**config.mk**
```make
export PLATFORM = sky130hd
export DESIGN_NAME = tmr16_core
export DESIGN_NICKNAME = d
export VERILOG_FILES = /design/src/core/tmr16_pkg.sv /design/src/core/tmr16_core.sv
export SDC_FILE = /design/constraint.sdc
export NUM_CORES = 1
export LEC_CHECK = 0
export ABC_AREA = 0
export BUFFER_PORTS_ARGS = -buffer_cell sky130_fd_sc_hd__buf_4
export CAP_MARGIN = 10
export CORE_MARGIN = 5
export CORE_UTILIZATION = 54
export DETAILED_ROUTE_END_ITERATION = 6
export PLACE_DENSITY = 0.83
export SYNTH_ARGS = -nofsm -noshare
export SYNTH_HDL_FRONTEND = slang
export SYNTH_SLANG_ARGS = --single-unit
```
**constraint.sdc**
```tcl
create_clock -name clk_i -period 3.3 [get_ports clk_i]
set_clock_uncertainty 0.15 [all_clocks]
set_input_delay 0.33 -clock clk_i [delete_from_list [all_inputs] [get_ports clk_i]]
set_output_delay 0.33 -clock clk_i [all_outputs]
set_load 0.005 [all_outputs]
```
**src/core/tmr16_pkg.sv**
```systemverilog
// Purpose: Shared constants, types and register map of the 16-bit interval timer.
// Assumes: Classic Wishbone, 32-bit data, byte addresses on a 16-bit address bus.
// Notes:   Control, count, period and enable registers have plain, clear, set and invert word aliases.
package tmr16_pkg;

   ////////////////////////////////////////////////////////////////////////////////
   // Widths
   localparam int unsigned ADR_W = 16;
   localparam int unsigned DAT_W = 32;
   localparam int unsigned CNT_W = 16;
   localparam int unsigned PS_W  = 8;
   localparam int unsigned STS_W = 2;
   localparam int unsigned NPIN  = 4;

   ////////////////////////////////////////////////////////////////////////////////
   // Register base addresses (control, count, period, enable aliases at +0x4 clear, +0x8 set, +0xC invert)
   localparam logic [ADR_W-1:0] OFF_CONTROL = 16'h8000;
   localparam logic [ADR_W-1:0] OFF_COUNT   = 16'h8010;
   localparam logic [ADR_W-1:0] OFF_PERIOD  = 16'h8020;
   localparam logic [ADR_W-1:0] OFF_STATUS  = 16'h8030;
   localparam logic [ADR_W-1:0] OFF_INTCLR  = 16'h8040;
   localparam logic [ADR_W-1:0] OFF_INTEN   = 16'h8050;

   ////////////////////////////////////////////////////////////////////////////////
   // Reset values and masks
   localparam logic [CNT_W-1:0] RST_CONTROL   = 16'h0000;
   localparam logic [CNT_W-1:0] RST_COUNT     = 16'h0000;
   localparam logic [CNT_W-1:0] RST_PERIOD    = 16'hFFFF;
   localparam logic [CNT_W-1:0] CTL_WR_MASK   = 16'hB3B6;
   localparam logic [CNT_W-1:0] ZERO_HALF     = 16'h0000;
   localparam logic [STS_W-1:0] STS_ZERO      = 2'h0;
   localparam int unsigned      STS_MATCH_BIT = 0;
   localparam int unsigned      STS_GATE_BIT  = 1;
   localparam int unsigned      PIN_SEC_OSC   = 0;
   localparam int unsigned      PIN_TIN       = 1;
   localparam int unsigned      PIN_LP_RC     = 2;
   localparam int unsigned      PIN_GATE      = 3;

   ////////////////////////////////////////////////////////////////////////////////
   // Prescale terminal counts
   localparam logic [PS_W-1:0] PS_MAX_1   = 8'h00;
   localparam logic [PS_W-1:0] PS_MAX_8   = 8'h07;
   localparam logic [PS_W-1:0] PS_MAX_64  = 8'h3F;
   localparam logic [PS_W-1:0] PS_MAX_256 = 8'hFF;

   ////////////////////////////////////////////////////////////////////////////////
   // Enumerations
   typedef enum logic [1:0] {
      AL_WRITE  = 2'b00,
      AL_CLEAR  = 2'b01,
      AL_SET    = 2'b10,
      AL_INVERT = 2'b11
   } tmr16_alias_e;

   typedef enum logic [1:0] {
      PS_DIV1   = 2'b00,
      PS_DIV8   = 2'b01,
      PS_DIV64  = 2'b10,
      PS_DIV256 = 2'b11
   } tmr16_prescale_e;

   typedef enum logic [1:0] {
      EXT_SEC_OSC = 2'b00,
      EXT_TIN     = 2'b01,
      EXT_LP_RC   = 2'b10,
      EXT_RSVD    = 2'b11
   } tmr16_ext_e;

   ////////////////////////////////////////////////////////////////////////////////
   // Control register layout
   typedef struct packed {
      logic            on;
      logic            rsv14;
      logic            idle_stop;
      logic            async_write_protect;
      logic            async_write_pending;
      logic            rsv10;
      tmr16_ext_e      external_clock_source;
      logic            gate_enable;
      logic            rsv6;
      tmr16_prescale_e prescale_select;
      logic            rsv3;
      logic            external_sync_select;
      logic            clock_source_select;
      logic            rsv0;
   } tmr16_ctl_s;

endpackage // tmr16_pkg

```
**src/core/tmr16_core.sv**
```systemverilog
// Purpose: 16-bit interval timer / event counter with period match, gate and prescaler.
// Assumes: Single clock clk_i; idle_i and sleep_i come from logic on clk_i.
// Notes:   External clock pins and gate pass a three-flop synchroniser.

////////////////////////////////////////////////////////////////////////////////
// Overview of operation
// - 16-bit counter, internal or external, sync or async
// - Four modes: internal, gated, sync external, async
// - Async external counting continues through sleep
// - Bit 15 starts and stops the timer
// - Idle-stop bit halts counting during idle
// - Protected async writes ignored while one pending
// - Unprotected async writes replace the pending value
// - Pending flag high while async write crosses
// - Pending flag reads zero in synchronous mode
// - External source: oscillator, pin, RC, reserved
// - Source select: internal clock or external source
// - Gate bit used only with internal clock
// - Prescale 1:1, 1:8, 1:64, 1:256
// - Sync bit used only with external clock
// - Clear, set, invert aliases at +4, +8, +C
// - Unimplemented bits ignore writes, read zero
module tmr16_core (
   input  wire logic                          clk_i,
   input  wire logic                          reset_i,
   input  wire logic                          ce_i,
   input  wire logic                          wb_cyc_i,
   input  wire logic                          wb_stb_i,
   input  wire logic                          wb_we_i,
   input  wire logic [tmr16_pkg::ADR_W-1:0]   wb_adr_i,
   input  wire logic [3:0]                    wb_sel_i,
   input  wire logic [tmr16_pkg::DAT_W-1:0]   wb_dat_i,
   output logic      [tmr16_pkg::DAT_W-1:0]   wb_dat_o,
   output logic                               wb_ack_o,
   input  wire logic                          secondary_osc_i,
   input  wire logic                          timer_input_pin_i,
   input  wire logic                          low_power_rc_osc_i,
   input  wire logic                          gate_i,
   input  wire logic                          idle_i,
   input  wire logic                          sleep_i,
   output logic                               irq_o
);

   ////////////////////////////////////////////////////////////////////////////////
   // Declarations
   logic [tmr16_pkg::CNT_W-1:0]  ctl_q;
   logic [tmr16_pkg::CNT_W-1:0]  count_q;
   logic [tmr16_pkg::CNT_W-1:0]  hold_q;
   logic [tmr16_pkg::CNT_W-1:0]  period_q;
   logic                         pending_q;
   logic [tmr16_pkg::PS_W-1:0]   ps_q;
   logic [tmr16_pkg::STS_W-1:0]  sts_q;
   logic [tmr16_pkg::STS_W-1:0]  ien_q;
   logic                         ack_q;
   logic [tmr16_pkg::DAT_W-1:0]  rdat_q;
   logic                         irq_q;
   logic [tmr16_pkg::NPIN-1:0]   pin_raw;
   logic [tmr16_pkg::NPIN-1:0]   s1_q;
   logic [tmr16_pkg::NPIN-1:0]   s2_q;
   logic [tmr16_pkg::NPIN-1:0]   s3_q;
   logic [tmr16_pkg::NPIN-1:0]   lvl_q;
   logic [tmr16_pkg::NPIN-1:0]   prev_q;
   tmr16_pkg::tmr16_ctl_s        ctl;
   tmr16_pkg::tmr16_alias_e      op;
   logic [tmr16_pkg::ADR_W-1:0]  base;
   logic [tmr16_pkg::DAT_W-1:0]  wmask;
   logic                         bus_req;
   logic                         wr_en;
   logic [tmr16_pkg::CNT_W-1:0]  ctl_new;
   logic [tmr16_pkg::CNT_W-1:0]  cnt_new;
   logic [tmr16_pkg::CNT_W-1:0]  per_new;
   logic [tmr16_pkg::STS_W-1:0]  ien_new;
   logic [tmr16_pkg::STS_W-1:0]  sts_set;
   logic [tmr16_pkg::STS_W-1:0]  sts_clr;
   logic                         ext_lvl;
   logic                         ext_prev;
   logic                         ext_rise;
   logic                         gate_fall;
   logic                         async_mode;
   logic                         gated;
   logic                         run;
   logic                         src_tick;
   logic [tmr16_pkg::PS_W-1:0]   ps_max;
   logic                         tick;
   logic                         cnt_wr;
   logic                         sync_wr;
   logic                         async_take;
   logic                         commit;
   logic                         match;
   logic [tmr16_pkg::DAT_W-1:0]  ctl_wide;
   logic [tmr16_pkg::DAT_W-1:0]  cnt_wide;
   logic [tmr16_pkg::DAT_W-1:0]  per_wide;
   logic [tmr16_pkg::DAT_W-1:0]  ien_wide;

   ////////////////////////////////////////////////////////////////////////////////
   // Alias write function
   function automatic logic [tmr16_pkg::DAT_W-1:0] alias_f(
      input logic [tmr16_pkg::DAT_W-1:0] old,
      input logic [tmr16_pkg::DAT_W-1:0] wd,
      input logic [tmr16_pkg::DAT_W-1:0] m,
      input tmr16_pkg::tmr16_alias_e     o
   );
      logic [tmr16_pkg::DAT_W-1:0] r;
      r = old;
      case (o)
         tmr16_pkg::AL_WRITE:  r = (old & ~m) | (wd & m);
         tmr16_pkg::AL_CLEAR:  r = old & ~(wd & m);
         tmr16_pkg::AL_SET:    r = old | (wd & m);
         tmr16_pkg::AL_INVERT: r = old ^ (wd & m);
         default:              r = old;
      endcase
      return r;
   endfunction

   ////////////////////////////////////////////////////////////////////////////////
   // Bus decode
   assign ctl     = tmr16_pkg::tmr16_ctl_s'(ctl_q);
   assign op      = tmr16_pkg::tmr16_alias_e'(wb_adr_i[3:2]);
   assign base    = {wb_adr_i[tmr16_pkg::ADR_W-1:4], 4'h0};
   assign wmask   = {{8{wb_sel_i[3]}}, {8{wb_sel_i[2]}}, {8{wb_sel_i[1]}}, {8{wb_sel_i[0]}}};
   assign bus_req = wb_cyc_i & wb_stb_i & ~ack_q;
   assign wr_en   = bus_req & wb_we_i;

   assign ctl_wide = alias_f({tmr16_pkg::ZERO_HALF, ctl_q}, wb_dat_i, wmask, op);
   assign cnt_wide = alias_f({tmr16_pkg::ZERO_HALF, count_q}, wb_dat_i, wmask, op);
   assign per_wide = alias_f({tmr16_pkg::ZERO_HALF, period_q}, wb_dat_i, wmask, op);
   assign ien_wide = alias_f({{(tmr16_pkg::DAT_W-tmr16_pkg::STS_W){1'b0}}, ien_q}, wb_dat_i, wmask, op);

   // Only the implemented low bits of each alias result are kept
   assign ctl_new  = ctl_wide[tmr16_pkg::CNT_W-1:0] & tmr16_pkg::CTL_WR_MASK;
   assign cnt_new  = cnt_wide[tmr16_pkg::CNT_W-1:0];
   assign per_new  = per_wide[tmr16_pkg::CNT_W-1:0];
   assign ien_new  = ien_wide[tmr16_pkg::STS_W-1:0];

   ////////////////////////////////////////////////////////////////////////////////
   // Pin synchronisers
   assign pin_raw = {gate_i, low_power_rc_osc_i, timer_input_pin_i, secondary_osc_i};

   generate
      for (genvar i = 0; i < tmr16_pkg::NPIN; i++) begin : g_sync
         always_ff @(posedge clk_i or posedge reset_i) begin
            if (reset_i) begin
               s1_q[i]   <= 1'b0;
               s2_q[i]   <= 1'b0;
               s3_q[i]   <= 1'b0;
               lvl_q[i]  <= 1'b0;
               prev_q[i] <= 1'b0;
            end else if (ce_i) begin
               s1_q[i]   <= pin_raw[i];
               s2_q[i]   <= s1_q[i];
               s3_q[i]   <= s2_q[i];
               if (s2_q[i] == s3_q[i]) begin
                  lvl_q[i] <= s3_q[i];
               end
               prev_q[i] <= lvl_q[i];
            end
         end
      end
   endgenerate

   ////////////////////////////////////////////////////////////////////////////////
   // Clock source, gate and prescaler
   always_comb begin
      case (ctl.external_clock_source)
         tmr16_pkg::EXT_SEC_OSC: begin
            ext_lvl  = lvl_q[tmr16_pkg::PIN_SEC_OSC];
            ext_prev = prev_q[tmr16_pkg::PIN_SEC_OSC];
         end
         tmr16_pkg::EXT_TIN: begin
            ext_lvl  = lvl_q[tmr16_pkg::PIN_TIN];
            ext_prev = prev_q[tmr16_pkg::PIN_TIN];
         end
         tmr16_pkg::EXT_LP_RC: begin
            ext_lvl  = lvl_q[tmr16_pkg::PIN_LP_RC];
            ext_prev = prev_q[tmr16_pkg::PIN_LP_RC];
         end
         default: begin
            ext_lvl  = 1'b0;
            ext_prev = 1'b0;
         end
      endcase
   end

   always_comb begin
      case (ctl.prescale_select)
         tmr16_pkg::PS_DIV1:   ps_max = tmr16_pkg::PS_MAX_1;
         tmr16_pkg::PS_DIV8:   ps_max = tmr16_pkg::PS_MAX_8;
         tmr16_pkg::PS_DIV64:  ps_max = tmr16_pkg::PS_MAX_64;
         tmr16_pkg::PS_DIV256: ps_max = tmr16_pkg::PS_MAX_256;
         default:              ps_max = tmr16_pkg::PS_MAX_1;
      endcase
   end

   assign ext_rise   = ext_lvl & ~ext_prev;
   assign gate_fall  = prev_q[tmr16_pkg::PIN_GATE] & ~lvl_q[tmr16_pkg::PIN_GATE];
   assign async_mode = ctl.clock_source_select & ~ctl.external_sync_select;
   assign gated      = ~ctl.clock_source_select & ctl.gate_enable;
   assign run        = ctl.on
                       & ~(idle_i & ctl.idle_stop)
                       & ~(sleep_i & ~async_mode);
   assign src_tick   = ctl.clock_source_select ? ext_rise :
                       (gated ? lvl_q[tmr16_pkg::PIN_GATE] : 1'b1);
   assign tick       = run & src_tick & (ps_q == ps_max);
   assign match      = (count_q == period_q);

   ////////////////////////////////////////////////////////////////////////////////
   // Counter write paths
   assign cnt_wr     = wr_en & (base == tmr16_pkg::OFF_COUNT);
   assign sync_wr    = cnt_wr & ~async_mode;
   assign async_take = cnt_wr & async_mode & ~(pending_q & ctl.async_write_protect);
   assign commit     = pending_q & (ext_rise | ~async_mode);

   always_ff @(posedge clk_i or posedge reset_i) begin
      if (reset_i) begin
         ps_q <= 8'h00;
      end else if (ce_i) begin
         if (!run || sync_wr || commit) begin
            ps_q <= 8'h00;
         end else if (src_tick) begin
            ps_q <= (ps_q == ps_max) ? 8'h00 : ps_q + 8'h01;
         end
      end
   end

   always_ff @(posedge clk_i or posedge reset_i) begin
      if (reset_i) begin
         hold_q    <= tmr16_pkg::RST_COUNT;
         pending_q <= 1'b0;
      end else if (ce_i) begin
         if (async_take) begin
            hold_q    <= cnt_new;
            pending_q <= 1'b1;
         end else if (commit) begin
            pending_q <= 1'b0;
         end
      end
   end

   always_ff @(posedge clk_i or posedge reset_i) begin
      if (reset_i) begin
         count_q <= tmr16_pkg::RST_COUNT;
      end else if (ce_i) begin
         if (sync_wr) begin
            count_q <= cnt_new;
         end else if (commit && !async_take) begin
            count_q <= hold_q;
         end else if (tick) begin
            count_q <= match ? tmr16_pkg::RST_COUNT : count_q + 16'h0001;
         end
      end
   end

   ////////////////////////////////////////////////////////////////////////////////
   // Control, period and interrupt enable registers
   always_ff @(posedge clk_i or posedge reset_i) begin
      if (reset_i) begin
         ctl_q <= tmr16_pkg::RST_CONTROL;
      end else if (ce_i && wr_en && base == tmr16_pkg::OFF_CONTROL) begin
         ctl_q <= ctl_new;
      end
   end

   always_ff @(posedge clk_i or posedge reset_i) begin
      if (reset_i) begin
         period_q <= tmr16_pkg::RST_PERIOD;
      end else if (ce_i && wr_en && base == tmr16_pkg::OFF_PERIOD) begin
         period_q <= per_new;
      end
   end

   always_ff @(posedge clk_i or posedge reset_i) begin
      if (reset_i) begin
         ien_q <= tmr16_pkg::STS_ZERO;
      end else if (ce_i && wr_en && base == tmr16_pkg::OFF_INTEN) begin
         ien_q <= ien_new;
      end
   end

   ////////////////////////////////////////////////////////////////////////////////
   // Sticky status and interrupt
   always_comb begin
      sts_set = tmr16_pkg::STS_ZERO;
      sts_set[tmr16_pkg::STS_MATCH_BIT] = tick & match;
      sts_set[tmr16_pkg::STS_GATE_BIT]  = gated & ctl.on & gate_fall;
      sts_clr = tmr16_pkg::STS_ZERO;
      if (wr_en && base == tmr16_pkg::OFF_INTCLR && op == tmr16_pkg::AL_WRITE) begin
         sts_clr = wb_dat_i[1:0] & wmask[1:0];
      end
   end

   always_ff @(posedge clk_i or posedge reset_i) begin
      if (reset_i) begin
         sts_q <= tmr16_pkg::STS_ZERO;
         irq_q <= 1'b0;
      end else if (ce_i) begin
         sts_q <= (sts_q & ~sts_clr) | sts_set;
         irq_q <= |(sts_q & ien_q);
      end
   end

   ////////////////////////////////////////////////////////////////////////////////
   // Wishbone answer and read data
   always_ff @(posedge clk_i or posedge reset_i) begin
      if (reset_i) begin
         ack_q  <= 1'b0;
         rdat_q <= 32'h0000_0000;
      end else if (ce_i) begin
         ack_q  <= bus_req;
         rdat_q <= 32'h0000_0000;
         if (bus_req && !wb_we_i && op == tmr16_pkg::AL_WRITE) begin
            case (base)
               tmr16_pkg::OFF_CONTROL: begin
                  rdat_q[15:0] <= ctl_q;
                  rdat_q[11]   <= pending_q & async_mode;
               end
               tmr16_pkg::OFF_COUNT:  rdat_q[15:0] <= count_q;
               tmr16_pkg::OFF_PERIOD: rdat_q[15:0] <= period_q;
               tmr16_pkg::OFF_STATUS: rdat_q[1:0]  <= sts_q;
               tmr16_pkg::OFF_INTEN:  rdat_q[1:0]  <= ien_q;
               default:               rdat_q       <= 32'h0000_0000;
            endcase
         end
      end
   end

   assign wb_ack_o = ack_q;
   assign wb_dat_o = rdat_q;
   assign irq_o    = irq_q;

endmodule // tmr16_core

```
[After elaboration in Yosys (flattened, before gate mapping)]
Cells that the tools add are included.
Storage, ports and cells
  input port bits: 64
  register bits: 125
  output and inout bits: 34
  word-level logic and storage cells: 165
Operators by class
  $add $sub $neg: 2
  muxes and demuxes: 22
  eq/ne operators: 20
  reduce and logical (&&, ||, !) cells: 29
  bitwise gates (word level): 61
Operators by type and width (number)
  $pmux 16 s4: 3
  $and 16x16->16: 7
  $or 16x16->16: 6
  $mux 16: 5
  $eq 12x12->1 const B: 6
  $xor 16x16->16: 3
  $pmux 14 s3: 1
  $not 16->16: 2
  $pmux 8 s4: 1
  $mux 8: 3
  $and 1x1->1: 23
  $add 16x1->16 const B: 1
  $eq 16x16->1: 1
  $reduce_and 2->1: 8
  $and 2x2->2: 5
  $eq 2x2->1 const B: 5
  $pmux 2 s5: 1
  $logic_and 1x1->1: 9
  $not 1->1: 9
  $add 8x1->8 const B: 1
  $eq 8x8->1: 1
  $pmux 2 s4: 1
  $eq 2x1->1 const B: 3
  $logic_not 2->1: 3
  13 further kinds: 26

[Longest topological paths before layout]
  word-level depth: 11
  depth in mapped cells: 9

[Worst setup path after synthesis]
No wires, ideal clock.
  kind: input-to-reg
  from: in wb_adr_i[9] (netlist name)
  to: reg count_q[0] (netlist name)
  path slack: 0.500 ns
  library setup time: 0.125 ns
  stages on the path: 7
  arrival: 2.525 ns
  data required time: 3.025 ns
  cell sequence: or4_4 > or4_4 > or3_1 > buf_6 > o21a_4 > a21oi_4 > mux2_4
Between the ends
  cells in the longest elaborated chain, start to end: 8
  elaborated cells between the ends (all ways): 11
  classes of those cells: 1 x eq/ne; 2 x mux; 4 x bitwise; 4 x reduce/logical
Ends and longest elaborated chain
  start: declaration: line tmr16_core.sv:30  | input wire logic [tmr16_pkg::ADR_W-1:0] wb_adr_i,
  $eq 12x12->1 (*): line tmr16_core.sv:208  | assign cnt_wr = wr_en & (base == tmr16_pkg::OFF_COUNT);
  $and 1x1->1 (*): line tmr16_core.sv:208
  $and 1x1->1 (2 in a row): line tmr16_core.sv:210  | assign async_take = cnt_wr & async_mode & ~(pending_q & ctl.async_write_protect);
  $logic_not 1->1: line tmr16_core.sv:245  | end else if (commit && !async_take) begin
  $logic_and 1x1->1: line tmr16_core.sv:245
  $reduce_bool 3->1 (no source line) / $mux 16 (equally long branches)
  $reduce_and 2->1 (no source line) / $mux 16 (equally long branches)
  end signal: assignment: line tmr16_core.sv:244  | count_q <= cnt_new;
  end signal: assignment: line tmr16_core.sv:246  | count_q <= hold_q;
  end signal: assignment: line tmr16_core.sv:248  | count_q <= match ? tmr16_pkg::RST_COUNT : count_q + 16'h0001;
  end: declaration: line tmr16_core.sv:47  | logic [tmr16_pkg::CNT_W-1:0] count_q;
Every way passes the cells marked *; elsewhere a longest branch is shown, timed or not.
A chain may end at the register's enable or synchronous reset.

[Worst setup path after layout]
  from: reg ps_q[0] (netlist name)
  to: reg count_q[0] (netlist name)
Between the ends
  cells in the longest elaborated chain, start to end: 4
Ends and longest elaborated chain
  start: declaration: line tmr16_core.sv:51  | logic [tmr16_pkg::PS_W-1:0] ps_q;
  start signal: assignment: line tmr16_core.sv:220  | ps_q <= (ps_q == ps_max) ? 8'h00 : ps_q + 8'h01;
  $eq 8x8->1: line tmr16_core.sv:203  | assign tick = run & src_tick & (ps_q == ps_max);
  $and 1x1->1: line tmr16_core.sv:203
  $reduce_bool 3->1 (no source line)
  $reduce_and 2->1 (no source line)
  end signal: assignment: line tmr16_core.sv:241  | count_q <= tmr16_pkg::RST_COUNT;
  end signal: assignment: line tmr16_core.sv:244
  end signal: assignment: line tmr16_core.sv:246
Every way passes these cells.

==> out/results.tsv <==
stage	metric	value	unit
grt	initial antenna violation count	0	
placement	Placer Congestion	0.941	
timing	Setup-failing EPs final	0	
clock_network	cts repair resizes	0	
timing	final hold slack	0.0507	ns
clock_network	Root Buffer	clkbuf_16	
timing	Tcrit/Tclk final	89.9	%
grt	vias in the first global route	6695	
die	Die W	129	um
critical_path	CP Class	reg2reg	
synth	commonest register cell after synthesis	dfrtp_1	
grt	overall routing resource usage	27.5	%
drt	total wire length	22.7	mm
timing	RSZ-0062 raised after global routing	no	
final_layout	Syn-to-layout area delta	13.3	%
synth	syn avg cell area	8.65	sq um
timing	setup TNS	0	ns
critical_path	worst reg-to-reg setup slack	0.33	ns
drt	Detail Route Antenna Nets	0	
pwr	LEAKAGE	3.78	nW
final_layout	Final nets	1056	
drt	per-cell routed wire length	20.3	um
critical_path	terminus of the critical flop-to-flop path	count_q[0]$_DFFE_PP0P_	
min_path	worst hold path type	in2reg	
timing	fmax	0.337	GHz
synth	number of enable flip-flop cells after synthesis	0	
final_layout	ANT cells	0	
synth	Mapped Area	0.00769	sq mm
placement	Final HPWL DP	16.2	mm
synth	biggest area consumer among synthesized cells	dfrtp_1	
die	DIE AREA	0.0167	sq mm
synth	Synth warnings	0	
final_layout	register area	0.00275	sq mm
synth	post-synth cell types	72	
die	Vert. Die Dim	129	um
critical_path	reg2reg start	ps_q[0]$_DFFE_PP0P_	
clock_network	total CTS buffers	9	
final_layout	fillers	1195	
drt	via/cell ratio	6.40	
min_path	Worst Hold Launch	gate_i	
synth	Seq cells post-synth	109	
drt	DR vias	7180	
synth	Yosys top cell area share	30.3	%
timing	Fin. Hold Viols	0	
critical_path	Worst Path Required	3.40	ns
die	boundary pin count	98	
clock_network	H-tree depth	3	
timing	Slew HR	22.5	%
grt	overflow left after global routing	0	
clock_network	Clk pin slew, worst setup/hold paths	0.08	ns
drt	DR iter-0 viols	950	
synth	Gate Count Post-Synth	889	
min_path	Hold Crit Depth	2	
clock_network	CTS sink count	109	
drt	DRT Pass-1 Iters	6	
die	initial core utilization	55.2	%
synth	sequential element share of the synthesized area	35.7	%
final_layout	layout cells sized above 1	18.7	%
status	status	finished clean	
final_layout	area of the multi-input gates	0.00448	sq mm
clock_network	CTS tree	yes	
placement	port buffer count	61	
grt	first-pass GRT wire length	35.7	mm
critical_path	Worst EP arrival	3.06	ns
pwr	pwr dens	368	mW/mm^2
min_path	hold path endpoint	s1_q[3]$_DFFE_PP0P_	
critical_path	Reg2Reg Depth	6	
timing	Tmin final	2.97	ns
clock_network	clk_lat worst skew	0.37	ns
job	max_cap viols	0	
drt	DR DRC count	0	
critical_path	type of origin of the critical path	flip-flop	
clock_network	Clock Path Buffers	2	
grt	largest net degree at the start of global routing	56	
timing	worst-margin pin slew	1.16	ns
synth	Area contributors post-synth	dfrtp_1 30%, ha_1 9.1%, a21oi_1 5.7%, dfstp_2 5.5%, o21ai_0 5.1%	
timing	max-slew violation count	0	
critical_path	crit-path max FO	7	
critical_path	CP endpoint kind	flip-flop	
pwr	worst vdd ir	419	uV
synth	Post-synth ARST share	100	%
die	Site Rows	43	
die	core area	0.0139	sq mm
-- power breakdown --
| group | total (mW) | internal [mW] | leakage [nW] | switching (mW) |
|---|---|---|---|---|
| clock network | 1.21 | 0.669 | 0.152 | 0.542 |
| registers | 1.47 | 1.41 | 1.38 | 0.0601 |
| logic | 0.525 | 0.208 | 2.25 | 0.316 |
| total | 3.20 | 2.29 | 3.78 | 0.919 |
-- synth_stat cells, drive strengths merged, types with 14 or more instances --
library cell  instances
mux2i                16
dfrtp                93
nand3                29
ha                   56
inv                  36
o2bb2ai              20
mux2                 21
xor2                 16
nor2                 65
a22o                 14
dfstp                16
clkbuf               58
buf                  23
a21oi                89
nand2                84
o21ai                80
-- how the worst max path moves through the flow --
stage,endpoint,slack (ns),start,depth (start not counted)
after floorplan,count_q[0]$_DFFE_PP0P_,0.50,wb_adr_i[9],7
after global placement,count_q[2]$_DFFE_PP0P_,0.17,wb_adr_i[9],8
after detailed placement,count_q[7]$_DFFE_PP0P_,0.14,wb_adr_i[9],8
after CTS,count_q[0]$_DFFE_PP0P_,0.37,ps_q[0]$_DFFE_PP0P_,6
after global routing,count_q[14]$_DFFE_PP0P_,0.04,ps_q[0]$_DFFE_PP0P_,7
final,count_q[0]$_DFFE_PP0P_,0.33,ps_q[0]$_DFFE_PP0P_,6
-- worst max-delay path, stage by stage, from the launching register on --
cell and delay (ns):
dfrtp_1 0.44, or4_1 0.52, a2111oi_0 0.43, a41oi_1 0.22, or3_1 0.55, a21oi_4 0.22
mux2_4 0.31
-- what timing repair did --
| action | CTS | global route |
|---|---|---|
| hold buffers | 1 | 0 |
| setup buffers | 0 | 0 |
| hold endpoints to repair | 19 | 0 |
-- kinds of logic (layout without fill, tap and decap cells) --
kind of cell | after synthesis | in the layout | share of synthesized area [%]
muxes | 38 | 38 | 5.55
AOI/OAI and AO/OA | 292 | 292 | 24.9
DFF | 109 | 109 | 35.7
adders and majority gates | 56 | 56 | 9.11
and+or+nand+nor | 258 | 258 | 16.0
other | 1 | 16 | 0.0488
xor gates and xnor gates | 17 | 17 | 1.94
buffers and inverters | 118 | 155 | 6.71
-- cell type report --
cell class                 instances  area share [%]
timing repair buffer             102            9.11
sequential                       109            31.5
multi-input combinational        677            51.4
clock buffer                       9            2.59
clock inverter                     7            1.12
inverter                          37            1.64
tap                              180            2.59
-- layout by cell type (no fill, tap or decap), types with 3 or more instances in the layout --
cell	netlist	routed
buf_4	17	99
dfrtp_1	93	93
a21oi_1	88	88
nand2_1	84	84
o21ai_0	78	78
nor2_1	65	65
ha_1	56	56
inv_1	36	35
nand3_1	29	29
o2bb2ai_1	20	20
mux2_2	19	19
mux2i_1	16	16
xor2_1	16	16
conb_1	1	16
dfstp_2	16	16
a22o_1	14	14
a221oi_1	13	13
nand2b_1	13	13
a2111oi_0	11	11
nor3_1	11	11
a211oi_1	10	10
clkbuf_16	0	9
nor2b_1	8	8
nand4_1	8	8
a22oi_1	8	8
nor4_1	7	7
or3_1	6	6
o22ai_1	6	6
or2_2	6	6
o221ai_1	6	6
and3_1	5	5
or4_1	4	4
o31ai_1	4	4
o211ai_1	3	3
a221o_1	3	3
clkinvlp_4	0	3
-- metal layers --
layer / global-route usage (%) / vias up / part of all wire [%]
li1: - / 3309 / -
met1: 36.5 / 3398 / 41
met2: 41.6 / 408 / 45
met3: 6.92 / 65 / 9.7
met4: 14.3 / 0 / 4.5
met5: 0 / - / 0
-- metrics by stage --
step	cells	setup WS, ns	area, sq um	power [mW]	utilization, %
CTS	1121	0.371	8710	3.21	62.5
global placement	1104	0.168	8380	1.98	60.1
detailed placement	1104	0.138	8380	2.00	60.1
finish	1121	0.334	8710	3.20	62.5
global route	1121	0.0398	8710	3.33	62.5
floorplan	904	0.500	7750	1.83	-
-- state kept, by name, summed over array words and instances, names as in the netlist, 4 cells and up, named ones only --
name      flops
period_q     16
prev_q        4
count_q      16
hold_q       16
ps_q          8
s2_q          4
s3_q          4
lvl_q         4
s1_q          4
wb_dat_o     16
Note: power is estimated with default switching activity, not from simulation.
